--- src/rtl/fesu_pkg.sv ---
package fesu_pkg;

    // ------------------------------------------------------------
    // Register word addresses
    // ------------------------------------------------------------
    localparam logic [31:0] FESU_CFG_STAT_ADDR = 32'hE000ED28;
    localparam logic [31:0] FESU_DEF_STAT_ADDR = 32'hE000ED2C;
    localparam logic [31:0] FESU_DBG_STAT_ADDR = 32'hE000ED30;
    localparam logic [31:0] FESU_PROT_ADDR_ADDR = 32'hE000ED34;
    localparam logic [31:0] FESU_BUS_ADDR_ADDR = 32'hE000ED38;
    localparam logic [31:0] FESU_SEC_STAT_ADDR = 32'hE000EDE4;
    localparam logic [31:0] FESU_SEC_ADDR_ADDR = 32'hE000EDE8;

    // ------------------------------------------------------------
    // Field positions and reset values
    // ------------------------------------------------------------
    localparam int FESU_EXEC_LSB = 16;
    localparam int FESU_BUS_LSB = 8;
    localparam int FESU_PROT_LSB = 0;
    localparam int FESU_PROT_AVALID_BIT = 7;
    localparam int FESU_BUS_AVALID_BIT = 15;
    localparam int FESU_SEC_AVALID_BIT = 6;
    localparam int FESU_DEF_VECT_BIT = 1;
    localparam int FESU_DEF_ESC_BIT = 30;
    localparam int FESU_DBG_VCATCH_BIT = 3;
    localparam logic [31:0] FESU_STAT_RST = 32'h0000_0000;
    localparam logic [31:0] FESU_ADDR_RST = 32'h0000_0000;

    // Index of each sticky status register in the status array.
    localparam int FESU_NUM_STAT = 4;
    localparam int FESU_SI_CFG = 0;
    localparam int FESU_SI_DEF = 1;
    localparam int FESU_SI_DBG = 2;
    localparam int FESU_SI_SEC = 3;

    // ------------------------------------------------------------
    // Priorities and exception numbers
    // ------------------------------------------------------------
    localparam int FESU_PRIO_W = 5;
    localparam logic signed [4:0] FESU_PRIO_DEFAULT = 5'h1F;
    localparam logic signed [4:0] FESU_PRIO_NS_NMI = 5'h1D;
    localparam logic [3:0] FESU_EXC_DEFAULT = 4'h3;

    typedef enum logic [2:0] {
        FESU_FC_DEFAULT = 3'h0,
        FESU_FC_PROT = 3'h1,
        FESU_FC_BUS = 3'h2,
        FESU_FC_EXEC = 3'h3,
        FESU_FC_SEC = 3'h4
    } fesu_cls_t;

    typedef enum logic [1:0] {
        FESU_SZ_BYTE = 2'h0,
        FESU_SZ_HALF = 2'h1,
        FESU_SZ_WORD = 2'h2
    } fesu_size_t;

    typedef enum logic {
        FESU_ST_IDLE = 1'b0,
        FESU_ST_ANSWER = 1'b1
    } fesu_state_t;

    // ------------------------------------------------------------
    // Carriers
    // ------------------------------------------------------------
    typedef struct packed {
        logic valid;
        fesu_cls_t cls;
        logic [15:0] syn;
        logic [31:0] addr;
        logic addr_ok;
        logic ns_nmi;
        logic vect;
    } fesu_fault_t;

    typedef struct packed {
        logic req;
        logic write;
        logic priv;
        fesu_size_t size;
        logic [31:0] addr;
        logic [31:0] wdata;
    } fesu_reg_req_t;

endpackage : fesu_pkg

--- src/rtl/fesu_fault_unit.sv ---
`timescale 1ns/1ps
`default_nettype none

module fesu_fault_unit
    import fesu_pkg::*;
#(
    parameter bit REDUCED = 1'b0,
    parameter bit SEC_EXT = 1'b1,
    parameter int PRIO_BITS = 3
) (
    // Clock and reset
    input wire logic ref_clk_i,
    input wire logic reset_i,
    // Fault events from the pipeline
    input wire fesu_fault_t fault_i,
    // Handler enables and priorities: prot, bus, exec, sec
    input wire logic [3:0] fault_en_i,
    input wire logic [3:0][PRIO_BITS-1:0] cls_prio_i,
    input wire logic signed [FESU_PRIO_W-1:0] exec_prio_i,
    // Debug controls
    input wire logic halt_dbg_en_i,
    input wire logic [4:0] vc_en_i,
    // Register access port
    input wire fesu_reg_req_t reg_i,
    output logic [31:0] reg_rdata_o,
    output logic reg_ack_o,
    output logic reg_err_o,
    // Exception request to the core
    output logic exc_valid_o,
    output logic [3:0] exc_num_o,
    output logic signed [FESU_PRIO_W-1:0] exc_prio_o,
    output logic debug_halt_o
);

    // ------------------------------------------------------------
    // Elaboration checks
    // ------------------------------------------------------------
    // A configurable level must stay positive inside the signed range.
    if (PRIO_BITS < 1 || PRIO_BITS > FESU_PRIO_W - 1) begin : g_bad_prio
        $error("PRIO_BITS out of range");
    end

    localparam bit STAT_EN = !REDUCED;
    localparam bit SEC_EN = SEC_EXT && !REDUCED;

    // ------------------------------------------------------------
    // Fault classification
    // ------------------------------------------------------------
    fesu_cls_t cls;
    logic [1:0] cidx;
    logic cfg_route;
    logic signed [FESU_PRIO_W-1:0] cfg_prio;
    logic preempt;
    logic take_cfg;
    logic escalate;
    logic sec_ns_nmi;
    logic [3:0] tgt_num;
    logic signed [FESU_PRIO_W-1:0] tgt_prio;
    logic [2:0] tgt_idx;
    logic vc_hit;

    assign cls = fault_i.cls;
    assign cidx = 2'(cls - 3'h1);
    // Outside the reduced profile, protection, bus and execution classes come straight from
    // their sources; security joins them when SEC_EXT is set and maps to default otherwise.
    assign cfg_route = !REDUCED && (cls != FESU_FC_DEFAULT)
        && (cls != FESU_FC_SEC || SEC_EXT);
    assign cfg_prio = signed'(FESU_PRIO_W'(cls_prio_i[cidx]));
    assign preempt = cfg_prio < exec_prio_i;
    // Enables come from the fault_en_i input; this block does not reset them.
    assign take_cfg = fault_i.valid && cfg_route
        && fault_en_i[cidx] && preempt;
    assign escalate = fault_i.valid && cfg_route && !take_cfg;
    assign sec_ns_nmi = (cls == FESU_FC_SEC) && fault_i.ns_nmi;
    assign tgt_num = take_cfg ? 4'(cls) + FESU_EXC_DEFAULT
        : FESU_EXC_DEFAULT;
    assign tgt_prio = take_cfg ? cfg_prio
        : sec_ns_nmi ? FESU_PRIO_NS_NMI
        : FESU_PRIO_DEFAULT;
    assign tgt_idx = take_cfg ? 3'(cls) : 3'h0;
    assign vc_hit = fault_i.valid && halt_dbg_en_i
        && vc_en_i[tgt_idx];

    // ------------------------------------------------------------
    // Status set terms
    // ------------------------------------------------------------
    logic rec;
    logic [31:0] prot_set;
    logic [31:0] bus_set;
    logic [31:0] exec_set;
    logic [31:0] sec_set;
    logic [FESU_NUM_STAT-1:0][31:0] stat_set;
    logic [FESU_NUM_STAT-1:0][31:0] stat_clr;
    logic [FESU_NUM_STAT-1:0][31:0] stat_q;

    assign rec = fault_i.valid && STAT_EN;
    assign prot_set = (rec && cls == FESU_FC_PROT)
        ? ((32'(fault_i.syn[6:0]) << FESU_PROT_LSB)
        | (32'(fault_i.addr_ok) << FESU_PROT_AVALID_BIT))
        : 32'h0000_0000;
    assign bus_set = (rec && cls == FESU_FC_BUS)
        ? ((32'(fault_i.syn[6:0]) << FESU_BUS_LSB)
        | (32'(fault_i.addr_ok) << FESU_BUS_AVALID_BIT))
        : 32'h0000_0000;
    assign exec_set = (rec && cls == FESU_FC_EXEC)
        ? (32'(fault_i.syn) << FESU_EXEC_LSB)
        : 32'h0000_0000;
    assign sec_set = (fault_i.valid && SEC_EN && cls == FESU_FC_SEC)
        ? (32'(fault_i.syn[5:0])
        | (32'(fault_i.addr_ok) << FESU_SEC_AVALID_BIT))
        : 32'h0000_0000;

    assign stat_set[FESU_SI_CFG] = prot_set | bus_set | exec_set;
    assign stat_set[FESU_SI_DEF] =
        (32'(escalate && STAT_EN) << FESU_DEF_ESC_BIT)
        | (32'(rec && cls == FESU_FC_DEFAULT && fault_i.vect)
        << FESU_DEF_VECT_BIT);
    assign stat_set[FESU_SI_DBG] =
        32'(vc_hit && STAT_EN) << FESU_DBG_VCATCH_BIT;
    assign stat_set[FESU_SI_SEC] = sec_set;

    // ------------------------------------------------------------
    // Register port decode
    // ------------------------------------------------------------
    fesu_state_t state_reg;
    fesu_state_t state_next;
    logic [29:0] wa;
    logic [6:0] hit;
    logic [3:0] stat_hit;
    logic [3:0] bmask;
    logic [31:0] wmask;
    logic align_ok;
    logic mapped;
    logic take;
    logic acc_ok;
    logic wr_ok;

    assign wa = reg_i.addr[31:2];
    // Status words first, then address words, one word apart; the security status and address pair follows at EDE4.
    assign hit[0] = wa == FESU_CFG_STAT_ADDR[31:2];
    assign hit[1] = wa == FESU_DEF_STAT_ADDR[31:2];
    assign hit[2] = wa == FESU_DBG_STAT_ADDR[31:2];
    assign hit[3] = wa == FESU_PROT_ADDR_ADDR[31:2];
    assign hit[4] = wa == FESU_BUS_ADDR_ADDR[31:2];
    assign hit[5] = SEC_EN && wa == FESU_SEC_STAT_ADDR[31:2];
    assign hit[6] = SEC_EN && wa == FESU_SEC_ADDR_ADDR[31:2];
    assign stat_hit = {hit[5], hit[2], hit[1], hit[0]};

    // Byte and halfword lanes let software clear one field alone.
    assign bmask = (reg_i.size == FESU_SZ_WORD) ? 4'hF
        : (reg_i.size == FESU_SZ_HALF)
        ? (reg_i.addr[1] ? 4'hC : 4'h3)
        : (4'h1 << reg_i.addr[1:0]);
    assign wmask = {{8{bmask[3]}}, {8{bmask[2]}},
        {8{bmask[1]}}, {8{bmask[0]}}};
    assign align_ok = (reg_i.size == FESU_SZ_WORD)
        ? (reg_i.addr[1:0] == 2'h0)
        : (reg_i.size == FESU_SZ_HALF) ? !reg_i.addr[0]
        : (reg_i.size == FESU_SZ_BYTE);
    assign mapped = STAT_EN && (|hit);
    assign take = reg_i.req && (state_reg == FESU_ST_IDLE);
    assign acc_ok = take && reg_i.priv && mapped && align_ok;
    assign wr_ok = acc_ok && reg_i.write;

    always_comb begin
        case (state_reg)
            FESU_ST_IDLE: state_next = take ? FESU_ST_ANSWER : FESU_ST_IDLE;
            FESU_ST_ANSWER: state_next = FESU_ST_IDLE;
            default: state_next = FESU_ST_IDLE;
        endcase
    end

    // ------------------------------------------------------------
    // Sticky status registers
    // ------------------------------------------------------------
    for (genvar i = 0; i < FESU_NUM_STAT; i++) begin : g_stat
        assign stat_clr[i] = (wr_ok && stat_hit[i])
            ? (reg_i.wdata & wmask) : 32'h0000_0000;
        fesu_sticky_reg #(
            .WIDTH(32)
        ) u_stat (
            .ref_clk_i(ref_clk_i),
            .reset_i(reset_i),
            .set_i(stat_set[i]),
            .clr_i(stat_clr[i]),
            .q_o(stat_q[i])
        );
    end

    // ------------------------------------------------------------
    // Fault address registers
    // ------------------------------------------------------------
    logic [31:0] prot_addr_reg;
    logic [31:0] bus_addr_reg;
    logic [31:0] sec_addr_reg;
    logic [31:0] prot_addr_next;
    logic [31:0] bus_addr_next;
    logic [31:0] sec_addr_next;
    logic cap_prot;
    logic cap_bus;
    logic cap_sec;

    assign cap_prot = prot_set[FESU_PROT_AVALID_BIT];
    assign cap_bus = bus_set[FESU_BUS_AVALID_BIT];
    assign cap_sec = sec_set[FESU_SEC_AVALID_BIT];
    // A capture in the same cycle as a software write wins.
    assign prot_addr_next = cap_prot ? fault_i.addr
        : (wr_ok && hit[3])
        ? ((prot_addr_reg & ~wmask) | (reg_i.wdata & wmask))
        : prot_addr_reg;
    assign bus_addr_next = cap_bus ? fault_i.addr
        : (wr_ok && hit[4])
        ? ((bus_addr_reg & ~wmask) | (reg_i.wdata & wmask))
        : bus_addr_reg;
    assign sec_addr_next = cap_sec ? fault_i.addr
        : (wr_ok && hit[6])
        ? ((sec_addr_reg & ~wmask) | (reg_i.wdata & wmask))
        : sec_addr_reg;

    always_ff @(posedge ref_clk_i) begin
        if (reset_i) begin
            prot_addr_reg <= FESU_ADDR_RST;
            bus_addr_reg <= FESU_ADDR_RST;
            sec_addr_reg <= FESU_ADDR_RST;
        end else begin
            prot_addr_reg <= prot_addr_next;
            bus_addr_reg <= bus_addr_next;
            sec_addr_reg <= sec_addr_next;
        end
    end

    // ------------------------------------------------------------
    // Read data and answer
    // ------------------------------------------------------------
    logic [31:0] rsel;
    logic [31:0] rdata_next;

    assign rsel = hit[0] ? stat_q[FESU_SI_CFG]
        : hit[1] ? stat_q[FESU_SI_DEF]
        : hit[2] ? stat_q[FESU_SI_DBG]
        : hit[3] ? prot_addr_reg
        : hit[4] ? bus_addr_reg
        : hit[5] ? stat_q[FESU_SI_SEC]
        : hit[6] ? sec_addr_reg
        : 32'h0000_0000;
    // Refused reads return zero so nothing leaks to user code.
    assign rdata_next = (acc_ok && !reg_i.write)
        ? (rsel & wmask) : 32'h0000_0000;

    always_ff @(posedge ref_clk_i) begin
        if (reset_i) begin
            state_reg <= FESU_ST_IDLE;
            reg_ack_o <= 1'b0;
            reg_err_o <= 1'b0;
            reg_rdata_o <= 32'h0000_0000;
        end else begin
            state_reg <= state_next;
            reg_ack_o <= take;
            reg_err_o <= take && !acc_ok;
            reg_rdata_o <= rdata_next;
        end
    end

    // ------------------------------------------------------------
    // Exception request
    // ------------------------------------------------------------
    always_ff @(posedge ref_clk_i) begin
        if (reset_i) begin
            exc_valid_o <= 1'b0;
            exc_num_o <= 4'h0;
            exc_prio_o <= '0;
            debug_halt_o <= 1'b0;
        end else begin
            exc_valid_o <= fault_i.valid;
            exc_num_o <= fault_i.valid ? tgt_num : 4'h0;
            exc_prio_o <= fault_i.valid ? tgt_prio : '0;
            debug_halt_o <= vc_hit;
        end
    end
endmodule : fesu_fault_unit

`default_nettype wire

--- src/rtl/fesu_sticky_reg.sv ---
`timescale 1ns/1ps
`default_nettype none

module fesu_sticky_reg
    import fesu_pkg::*;
#(
    parameter int WIDTH = 32
) (
    // Clock and reset
    input wire logic ref_clk_i,
    input wire logic reset_i,
    // Hardware sets and software write-one clears
    input wire logic [WIDTH-1:0] set_i,
    input wire logic [WIDTH-1:0] clr_i,
    // Stored flags
    output logic [WIDTH-1:0] q_o
);

    logic [WIDTH-1:0] flag_reg;
    logic [WIDTH-1:0] flag_next;

    // A set arriving with its clear is kept, so no event is lost.
    assign flag_next = (flag_reg & ~clr_i) | set_i;

    always_ff @(posedge ref_clk_i) begin
        if (reset_i) begin
            flag_reg <= WIDTH'(FESU_STAT_RST);
        end else begin
            flag_reg <= flag_next;
        end
    end

    assign q_o = flag_reg;

endmodule : fesu_sticky_reg

`default_nettype wire

--- config.mk ---
export PLATFORM = sky130hd
export DESIGN_NAME = fesu_fault_unit
export DESIGN_NICKNAME = d
export VERILOG_FILES = /design/src/rtl/fesu_pkg.sv /design/src/rtl/fesu_fault_unit.sv /design/src/rtl/fesu_sticky_reg.sv
export SDC_FILE = /design/constraint.sdc
export NUM_CORES = 1
export LEC_CHECK = 0
export BUFFER_PORTS_ARGS = -buffer_cell sky130_fd_sc_hd__buf_2
export CORE_MARGIN = 2
export CORE_UTILIZATION = 40
export CTS_BUF_LIST = sky130_fd_sc_hd__clkbuf_8
export DETAILED_ROUTE_END_ITERATION = 16
export PLACE_DENSITY = 0.59
export SLEW_MARGIN = 10
export SYNTH_ARGS = -nofsm -noshare
export SYNTH_HDL_FRONTEND = slang
export SYNTH_HIERARCHICAL = 1
export SYNTH_SLANG_ARGS = --single-unit
--- constraint.sdc ---
create_clock -name ref_clk_i -period 3.2 [get_ports ref_clk_i]
set_input_delay 0.16 -clock ref_clk_i [delete_from_list [all_inputs] [get_ports ref_clk_i]]
set_output_delay 0.16 -clock ref_clk_i [all_outputs]
set_load 0.01 [all_outputs]
# Yosys cells after proc, flatten, opt, wreduce, memory -nomap -nowiden
# Index checks and enable logic that the tools add are counted.
# W data, S select, Z words.
word_totals:
  register_bits: 270
  word_cells: 148
  inputBits: 153
op_classes:
  n_reduce_logical: 43
  eq_ne: 13
  n_addsub: 2
  muxes: 38
  bitwise_logic: 31
  magnitude_cmp: 3
  shift: 1
ops:
  columns: ["operator", "n"]
  rows:
  - ["$mux W32", 18]
  - ["$and A32 B32 Y32", 9]
  - ["$eq A30 B30 Y1 const B", 7]
  - ["$not A32 Y32", 5]
  - ["$or A32 B32 Y32", 4]
  - ["$or A16 B32 Y32", 1]
  - ["$or A32 B31 Y32", 1]
  - ["$or A32 B4 Y32", 1]
  - ["$or A32 B7 Y32", 1]
  - ["$or A31 B2 Y31", 1]
  - ["$logic_and A1 B1 Y1", 27]
  - ["$mux W16", 1]
  - ["$or A15 B16 Y16", 1]
  - ["$or A8 B16 Y16", 1]
  - ["$mux W4", 3]
  - ["$mux W3", 3]
  - ["$mux W8", 1]
  - ["$or A7 B8 Y8", 1]
  - ["$mux W7", 1]
  - ["$or A6 B7 Y7", 1]
  - ["$reduce_or A7 Y1", 1]
  - ["$bmux W3 S2", 1]
  - ["$eq A3 B2 Y1 const B", 2]
  - ["$reduce_bool A2 Y1", 3]
  - ["other kinds (22)", 36]

# Depth between registers and ports, before layout
# Gate-level depths: netlist (run 1).
logic_depth:
  depth_word: 11
  depth_mapped: 14
  mapped_depth_nobuf: 12

# Hierarchy
# Netlist (run 1), hierarchy kept.
by_module_without_submodules:
  columns: ["mod", "area_each_um2", "n_inst", "cells_each", "seq_area_each_um2"]
  rows:
  - ["fesu_fault_unit", 9434.0, 1, 1285, 2822.7]
  - ["fesu_sticky_reg", 1154.9, 4, 131, 640.6]

# Least setup slack after synthesis (run 1)
# Ideal clock, no wire load.
synth_path:
  path_type: "in2reg"
  start: "in fault_i[51] (netlist name)"
  end: "reg g_stat[2].u_stat.flag_reg[3]"
  arrival_time_ns: 2.785
  path_buffers: 2
  cell_stages: 14
  required_ns: 3.130
  setup_slack_ns: 0.345
  path_cell_list: "buf_2 > inv_1 > ha_1 > buf_2 > mux4_2 > ha_1 > a21oi_1 > o2111ai_1 > a211oi_1 > mux2i_1 > o31a_1 > nor2_1 > inv_1 > a21oi_1"
synth_lines:
  columns: ["item", "line", "source"]
  rows:
  - ["start: declaration", "fesu_fault_unit.sv:15", "input wire fesu_fault_t fault_i,"]
  - ["end signal: assignment", "fesu_sticky_reg.sv:27", "flag_reg <= WIDTH'(FESU_STAT_RST);"]
  - ["end signal: assignment", "fesu_sticky_reg.sv:29", "flag_reg <= flag_next;"]
  - ["end: declaration", "fesu_sticky_reg.sv:19", "logic [WIDTH-1:0] flag_reg;"]

# Worst setup path in the final report (run 1)
layout_path:
  start: "in fault_i[51] (netlist name)"
  end: "reg debug_halt_o"
layout_via:
  elab_chain_len: 9
  word_cells_on_any_way: 14
layout_lines:
  columns: ["item", "line", "source"]
  rows:
  - ["$sub A2 B1 Y2", "fesu_fault_unit.sv:63", "assign cidx = 2'(cls - 3'h1);"]
  - ["$bmux W3 S2 / $bmux W1 S2 (equally long branches)", "fesu_fault_unit.sv:68, fesu_fault_unit.sv:72", null]
  - ["$mux W3 (implied by the code) / $mux W1 (equally long branches)", "fesu_fault_unit.sv:68, fesu_fault_unit.sv:72", null]
  - ["$lt A4 B5 Y1 / $logic_and A1 B1 Y1 (equally long branches)", "fesu_fault_unit.sv:69, fesu_fault_unit.sv:72", null]
  - ["$logic_and A1 B1 Y1", "fesu_fault_unit.sv:72", "&& fault_en_i[cidx] && preempt;"]
  - ["$mux W3 *", "fesu_fault_unit.sv:80", "assign tgt_idx = take_cfg ? 3'(cls) : 3'h0;"]
  - ["$bmux W1 S3 *", "fesu_fault_unit.sv:82", "&& vc_en_i[tgt_idx];"]
  - ["$mux W1 (implied by the code) *", "fesu_fault_unit.sv:82", null]
  - ["$logic_and A1 B1 Y1 *", "fesu_fault_unit.sv:82", null]
  - ["end signal: assignment", "fesu_fault_unit.sv:277", "debug_halt_o <= vc_hit;"]
  - ["end: declaration", "fesu_fault_unit.sv:32", "output logic debug_halt_o"]
# Mark *: on every way between the ends. The rest lies on a longest branch, timed or not. The select of a mux whose other input is x is not followed.
# A chain may end at the register's enable or synchronous reset.

==> out/results.ini, run 1 <==
[route]
drt-total-wl_um = 49200
ant_nets = 0
drt_iter0_drc = 961
drt_drc_violations_left = 0
vias = 13900
wl_per_cell_um = 18.6
firstDrtPassIters = 6
via_per_inst = 5.26

[critical_path]
regToRegStartpoint = state_reg
ff2ff_path_depth = 5
cp.required_ns = 3.74
critPathKind = input port to flop
rrSetupSlack_ns = 0.74
cp-start-kind = input port
worstPathArrival_ns = 3.57
cp-end-kind = flop
worst-path-max-fanout = 8

[worst_hold_path]
min_to = g_stat[3].u_stat/q_o[2]
holdPathStages = 4
min_path_type = input port to flop
min_from = fault_i[37]

[timing]
setup-violations-final = 0
fmax_ghz = 0.330
rsz0062_at_grt = false
fin_crit_ns = 3.03
period_share = 0.947
tns_ns = 0
hold_viol_final = 0
drv_slew = 0
fin_ws_ns = 0.171
whs_ns = 0.0415
slew_headroom = 0.396
fin_skew_ns = 0.0227
worst_pin_slew_ns = 0.898

[final_layout]
final_core_util = 0.505
layout_common_cells = nor2_1 (280), dfxtp_1 (269), a21oi_1 (203)
final_common_cell = nor2_1
fillers = 3493
final_layout_size_suffix_gt1_frac = 0.181
fin_nets = 2309
area_delta_synth_final_pct = 24.1

[synth]
synth_cells = 1809
synthFlopType = dfxtp_1
synth_cell_types = 71
yosysWarnings = 6
avgSynthCellArea_um2 = 7.77
async_reset_ff_frac = 0
ys_ff_latch = 269
seq_area_frac_synth = 0.383
synth_edf_count = 0
synth_area_um2 = 14100

[cts]
clk_latency_ns = 0.59
clockRootBuffer = clkbuf_8
htree_levels = 2
clk_path_buf_depth = 3
cts_sinks = 269
cts_tree = built
clkSlewWorstSetupHoldPaths_ns = 0.06
cts_made_buffers = 49

[grt]
grt_pass1_vias = 13400
grt_pass1_wl_um = 74400
overflow = 0
grt_usage = 0.264
grt_max_degree = 83
antenna_found_initial = 6

[die]
design.die.area_um2 = 36600
die_w_um = 191
rows = 68
ios = 198
core_area_um2 = 34500
die_h_um = 191
initial_utilization = 0.407

[status]
outcome = complete, no violations

[place]
hpwl_um = 33600
dp_slack_ns = 0.294
port-buffer-count = 197
gp_congestion = 0.859

[power_and_ir_drop]
irDropWorstVdd_mv = 0.308
power.leakage_nw = 7.31
power_density_nw_per_um2 = 437

[job]
maxCapViolCount = 0

## stage by stage
stage / total power (W) / area [um2] / std cells
global route: 0.00795 / 17400 / 2637
global placement: 0.00435 / 15800 / 2492
floorplan: 0.00405 / 14400 / 1894
CTS: 0.00766 / 17400 / 2630
detailed placement: 0.00437 / 15800 / 2492
finish: 0.00763 / 17400 / 2640
## power by group
| group | total (W) | internal, W | leakage [nW] | switching (W) |
|---|---|---|---|---|
| Combinational | 0.000851 | 0.000342 | 4.56 | 0.000509 |
| Clock | 0.00325 | 0.00177 | 0.552 | 0.00149 |
| Sequential | 0.00352 | 0.00346 | 2.20 | 0.0000589 |
## cell families after synthesis
group / after synthesis / share of synthesized area
other cells: 1 / 0.000267
fa+ha+maj: 7 / 0.00623
compound gates: 478 / 0.213
flops: 269 / 0.383
buf+inv: 261 / 0.0796
xor+xnor: 3 / 0.00187
mux: 106 / 0.0793
simple gates: 684 / 0.236
## critical path: stages
cell and delay [ns]:
buf_2 0.08, dlygate4sd3_1 0.55, buf_6 0.13, buf_4 0.12, mux4_2 0.50, ha_1 0.20, a21oi_1 0.13, o2111ai_1 0.14
a211oi_2 0.21, buf_4 0.18, mux2i_1 0.07, o31a_1 0.32, nor3b_1 0.19, dlygate4sd3_1 0.56
## synthesized netlist by cell type (18+ instances only)
| cell type | instances | share of area |
|---|---|---|
| nor2_1 | 280 | 0.075 |
| buf_2 | 18 | 0.0064 |
| nand3_1 | 36 | 0.013 |
| clkbuf_1 | 82 | 0.022 |
| a221oi_1 | 22 | 0.014 |
| nand2b_1 | 135 | 0.060 |
| o21ai_0 | 121 | 0.043 |
| dfxtp_1 | 269 | 0.38 |
| a21oi_1 | 203 | 0.072 |
| mux2i_1 | 90 | 0.064 |
| inv_1 | 140 | 0.037 |
| and2_1 | 40 | 0.018 |
| nand2_1 | 132 | 0.035 |
| a211oi_1 | 42 | 0.022 |
## how the worst max path moves through the flow
| stage | slack [ns] | endpoint | cells after the start | startpoint |
|---|---|---|---|---|
| final | 0.17 | debug_halt_o | 14 | fault_i[51] |
| after global routing | 0.02 | debug_halt_o | 14 | fault_i[51] |
| after CTS | 0.02 | debug_halt_o | 13 | fault_i[51] |
| after detailed placement | 0.29 | g_stat[2].u_stat/q_o[3] | 14 | fault_i[52] |
| after global placement | 0.34 | g_stat[2].u_stat/q_o[3] | 14 | fault_i[52] |
| after floorplan | 0.35 | g_stat[2].u_stat/q_o[3] | 14 | fault_i[51] |
## final cells by class
class                      count  area, um2  share of cell area
multi-input combinational   1364       7900               0.453
sequential                   269       5390               0.309
timing repair buffer         324       2090               0.120
clock buffer                  64        881              0.0505
tap                          455        569              0.0327
inverter                     141        529              0.0304
clock inverter                19       78.8             0.00452
antenna                        4       10.0            0.000574
## timing repair
| action | 4_1_cts | 5_1_grt |
|---|---|---|
| resized for setup | 0 | 4 |
| hold endpoints to repair | 123 | 0 |
| setup endpoints to repair | 0 | 1 |
| hold buffers | 55 | 0 |
| buffers inserted | 0 | 6 |
## per-layer routing
metal  wire length [um]  global-route usage
met1              21000               0.340
met2              22800               0.436
met3               3850              0.0580
met4               1420              0.0908
met5                 23                   0
No activity file was read; power rests on OpenSTA's default activity.
==> run 2, diff against run 1 <==
--- a/config.mk
+++ b/config.mk
@@ -5,13 +5,15 @@
 export SDC_FILE = /design/constraint.sdc
 export NUM_CORES = 1
 export LEC_CHECK = 0
+export ABC_AREA = 1
+export ABC_CLOCK_PERIOD_IN_PS = 3200
 export BUFFER_PORTS_ARGS = -buffer_cell sky130_fd_sc_hd__buf_2
 export CORE_MARGIN = 2
 export CORE_UTILIZATION = 40
 export CTS_BUF_LIST = sky130_fd_sc_hd__clkbuf_8
 export DETAILED_ROUTE_END_ITERATION = 16
 export PLACE_DENSITY = 0.59
-export SLEW_MARGIN = 10
+export SLEW_MARGIN = 20
 export SYNTH_ARGS = -nofsm -noshare
 export SYNTH_HDL_FRONTEND = slang
 export SYNTH_HIERARCHICAL = 1
==> run 2 against run 1 <==
  * Cell area up 6.6%
  * Area after synthesis rose by 8.4%
  * Critical endpoint is now g_stat[2].u_stat/q_o[3]
  * Power rose by 3.8%
  * Core utilization fell by 1.0 points
  * Worst setup slack improved by 0.059 ns
  * Sequential cell count stayed put
  * Synthesized cell count is 43% higher
  * Combinational power down 10%
  * Largest cell class unchanged
  * Count of clock-buffer cells in the layout up 4
==> out/results.ini, run 2 <==
[synth]
yosys.area.top_type = dfxtp_1  ; unchanged
synth_edf_count = 0  ; unchanged
yosysMostFrequentCell = nand2_1  ; was nor2_1
synth_commonest_cells = nand2_1 (632), nor2_1 (496), inv_1 (470)  ; was nor2_1 (280), dfxtp_1 (269), a21oi_1 (203)
ys_ff_latch = 269  ; unchanged
synth.area.top_cells = dfxtp_1 (35%), nand2_1 (16%), nor2_1 (12%), inv_1 (12%), a21oi_1 (6.0%)  ; was dfxtp_1 (38%), nor2_1 (7.5%), a21oi_1 (7.2%), mux2i_1 (6.4%), nand2b_1 (6.0%)
seq_area_frac_synth = 0.354  ; was 0.383
synth_area_um2 = 15200  ; was 14100 um2
synth_cell_types = 33  ; was 71
synth_top_area_share = 0.354  ; was 0.383
yosysWarnings = 6  ; unchanged
synth_cells = 2588  ; was 1809
synthFlopType = dfxtp_1  ; unchanged
avgSynthCellArea_um2 = 5.88  ; was 7.77 um2
async_reset_ff_frac = 0  ; unchanged

[final_layout]
fillers = 4020  ; was 3493
final_common_cell = nand2_1  ; was nor2_1
area_delta_synth_final_pct = 22.1  ; was 24.1%
diodes = 0  ; was 4
final_cells = 3449  ; was 2640
fin_nets = 3059  ; was 2309
layout_common_cells = nand2_1 (630), nor2_1 (492), inv_1 (479)  ; was nor2_1 (280), dfxtp_1 (269), a21oi_1 (203)
design_area_um2 = 18600  ; was 17400 um2
final_layout_size_suffix_gt1_frac = 0.128  ; was 0.181

[route]
vias = 16500  ; was 13.9k
drt_iter0_drc = 1141  ; was 961
ant_nets = 0  ; unchanged
via_per_inst = 4.79  ; was 5.26
wl_per_cell_um = 15.8  ; was 18.6 um
drt_drc_violations_left = 0  ; unchanged
drt-total-wl_um = 54500  ; was 49200 um
firstDrtPassIters = 5  ; was 6

[place]
port-buffer-count = 197  ; unchanged
gp_congestion = 0.933  ; was 0.859
hpwl_um = 37200  ; was 33600 um
place_inst = 3304  ; was 2492
dpl_cell_area_um2 = 17000  ; was 15800 um2

[cts]
htree_levels = 2  ; unchanged
cts_sinks = 269  ; unchanged
clockRootBuffer = clkbuf_8  ; unchanged
clk_path_buf_depth = 3  ; unchanged
cts_made_buffers = 50  ; was 49
clk_latency_ns = 0.61  ; was 0.59 ns
clkSlewWorstSetupHoldPaths_ns = 0.06  ; about the same
cts_tree = built  ; unchanged

[die]
die_w_um = 199  ; was 191 um
die_h_um = 199  ; was 191 um
design.die.area_um2 = 39600  ; was 36600 um2
rows = 71  ; was 68
initial_utilization = 0.405  ; was 0.407
core_area_um2 = 37600  ; was 34500 um2
ios = 198  ; unchanged

[power_and_ir_drop]
comb_power_share = 0.096  ; was 0.112
clkPwrFrac = 0.457  ; was 0.427
switching_share = 0.267  ; was 0.269
power.leakage_nw = 8.93  ; was 7.31 nW
p_int_w = 0.00580  ; was 0.00557 W
power.switching_w = 0.00211  ; was 0.00205 W
seq_power_share = 0.447  ; was 0.462
irDropWorstVdd_mv = 0.348  ; was 0.308 mV
power_density_nw_per_um2 = 426  ; was 437 nW/um2

[worst_hold_path]
min_path_type = input port to flop  ; unchanged
min_from = fault_i[36]  ; was fault_i[37]
holdPathStages = 5  ; was 4
min_to = g_stat[0].u_stat/q_o[17]  ; was g_stat[3].u_stat/q_o[2]

[timing]
fin_crit_ns = 2.97  ; was 3.03 ns
period_share = 0.928  ; was 0.947
slew_headroom = 0.317  ; was 0.396
tns_ns = 0  ; unchanged
setup-violations-final = 0  ; unchanged
rsz0062_at_grt = false  ; unchanged
drv_slew = 0  ; unchanged
fmax_ghz = 0.337  ; was 0.330 GHz
fin_skew_ns = 0.0293  ; was 0.0227 ns
worst_pin_slew_ns = 1.02  ; was 0.898 ns
hold_viol_final = 0  ; unchanged

[grt]
grt_max_degree = 71  ; was 83
overflow = 0  ; unchanged
grt_pass1_wl_um = 84800  ; was 74400 um
grt_usage = 0.277  ; was 0.264
grt_pass1_vias = 15700  ; was 13.4k
antenna_found_initial = 0  ; was 6

[status]
outcome = complete, no violations  ; unchanged

[critical_path]
cp.required_ns = 3.66  ; was 3.74 ns
worst-path-max-fanout = 7  ; was 8
cp-end-kind = flop  ; unchanged
cp-startpoint = fault_i[52]  ; was fault_i[51]
worstPathArrival_ns = 3.43  ; was 3.57 ns
rrSetupSlack_ns = 0.80  ; was 0.74 ns
critPathKind = input port to flop  ; unchanged
ff2ff_path_depth = 9  ; was 5
cp-start-kind = input port  ; unchanged
regToRegStartpoint = state_reg  ; unchanged

[job]
maxCapViolCount = 0  ; unchanged

-- run 2: cell count changes in the layout (fill, tap and decap cells not counted), sizes merged, moves of 34 or more --
cell    before  now
a211oi      47    2
and2        40    0
buf        269  235
inv        156  485
mux2i       90    0
nand2      132  637
nand2b     135    0
nand3       37  144
nor2       284  501
o21ai      121  175
-- run 2: worst max-delay path, stage by stage --
cell and delay, ns:
dlygate4sd3_1 0.54, buf_2 0.15, inv_2 0.08, ha_2 0.31, inv_2 0.10, o21ai_0 0.08
o22ai_1 0.23, ha_1 0.31, a21oi_2 0.14, nand2_1 0.06, nand2_1 0.08, nand2_2 0.12
nor2_2 0.14, nand2_1 0.06, nand3_1 0.06, dlygate4sd3_1 0.54, inv_1 0.04, nand2_1 0.07
inv_1 0.04, inv_1 0.04, a21oi_1 0.05
-- run 2: per-layer routing --
layer  up-vias  GRT usage  routed length (um)
met5         -          0                   0
met4         0      0.123                2340
met3       141     0.0327                3220
met2       532      0.482               25900
met1      7505      0.343               23100
li1       8355          -                   -
-- run 2: repair_timing --
action                     4_1_cts  5_1_grt
buffers inserted                 0        1
setup endpoints to repair        0        2
hold endpoints to repair       109        0
resized for setup                0        6
hold buffers                    53        0
-- run 2: metrics by stage --
| stage | worst slack (ns) | power, W | hold slack (ns) | util |
|---|---|---|---|---|
| 5_1_grt | 0.00464 | 0.00825 | 0.0409 | 0.495 |
| 3_3_place_gp | 0.456 | 0.00428 | 0.404 | 0.451 |
| 6_report | 0.229 | 0.00792 | 0.0341 | 0.495 |
| 4_1_cts | 0.139 | 0.00797 | 0.00337 | 0.494 |
| 2_1_floorplan | 0.867 | 0.00401 | 0.229 | - |
| 3_5_place_dp | 0.339 | 0.00430 | 0.406 | 0.451 |
-- run 2: kinds of logic after synthesis --
family / count (synthesis) / synth area share
and+or+nand+nor: 1336 / 0.355
buffers and inverters: 590 / 0.155
AOI/OAI and AO/OA: 385 / 0.131
DFF: 269 / 0.354
adders and majority gates: 7 / 0.00575
other: 1 / 0.000246
-- run 2: area by class of cell --
class	count	area, um2	area share
repair buffers	288	1850	0.0997
flip-flops and latches	269	5390	0.290
well taps	511	639	0.0344
clock buffers	68	936	0.0503
multi-input cells	1814	7840	0.422
clock inverters	23	151	0.00814
inverters	476	1790	0.0961
-- run 2: how the worst max path moves through the flow --
stage	depth (start not counted)	slack, ns	to
after floorplan	19	0.87	g_stat[2].u_stat/q_o[3]
final	21	0.23	g_stat[2].u_stat/q_o[3]
after CTS	21	0.14	g_stat[2].u_stat/q_o[3]
after global placement	19	0.46	g_stat[2].u_stat/q_o[3]
after global routing	21	0.005	g_stat[2].u_stat/q_o[3]
after detailed placement	20	0.34	g_stat[2].u_stat/q_o[3]
-- run 2: power by group through the flow --
stage / logic (W) / registers, W / clock network (W)
6_report: 0.000763 / 0.00354 / 0.00361
4_1_cts: 0.000748 / 0.00354 / 0.00369
3_3_place_gp: 0.000677 / 0.00360 / 0
5_1_grt: 0.000855 / 0.00355 / 0.00384
3_5_place_dp: 0.000693 / 0.00361 / 0
2_1_floorplan: 0.000411 / 0.00360 / 0
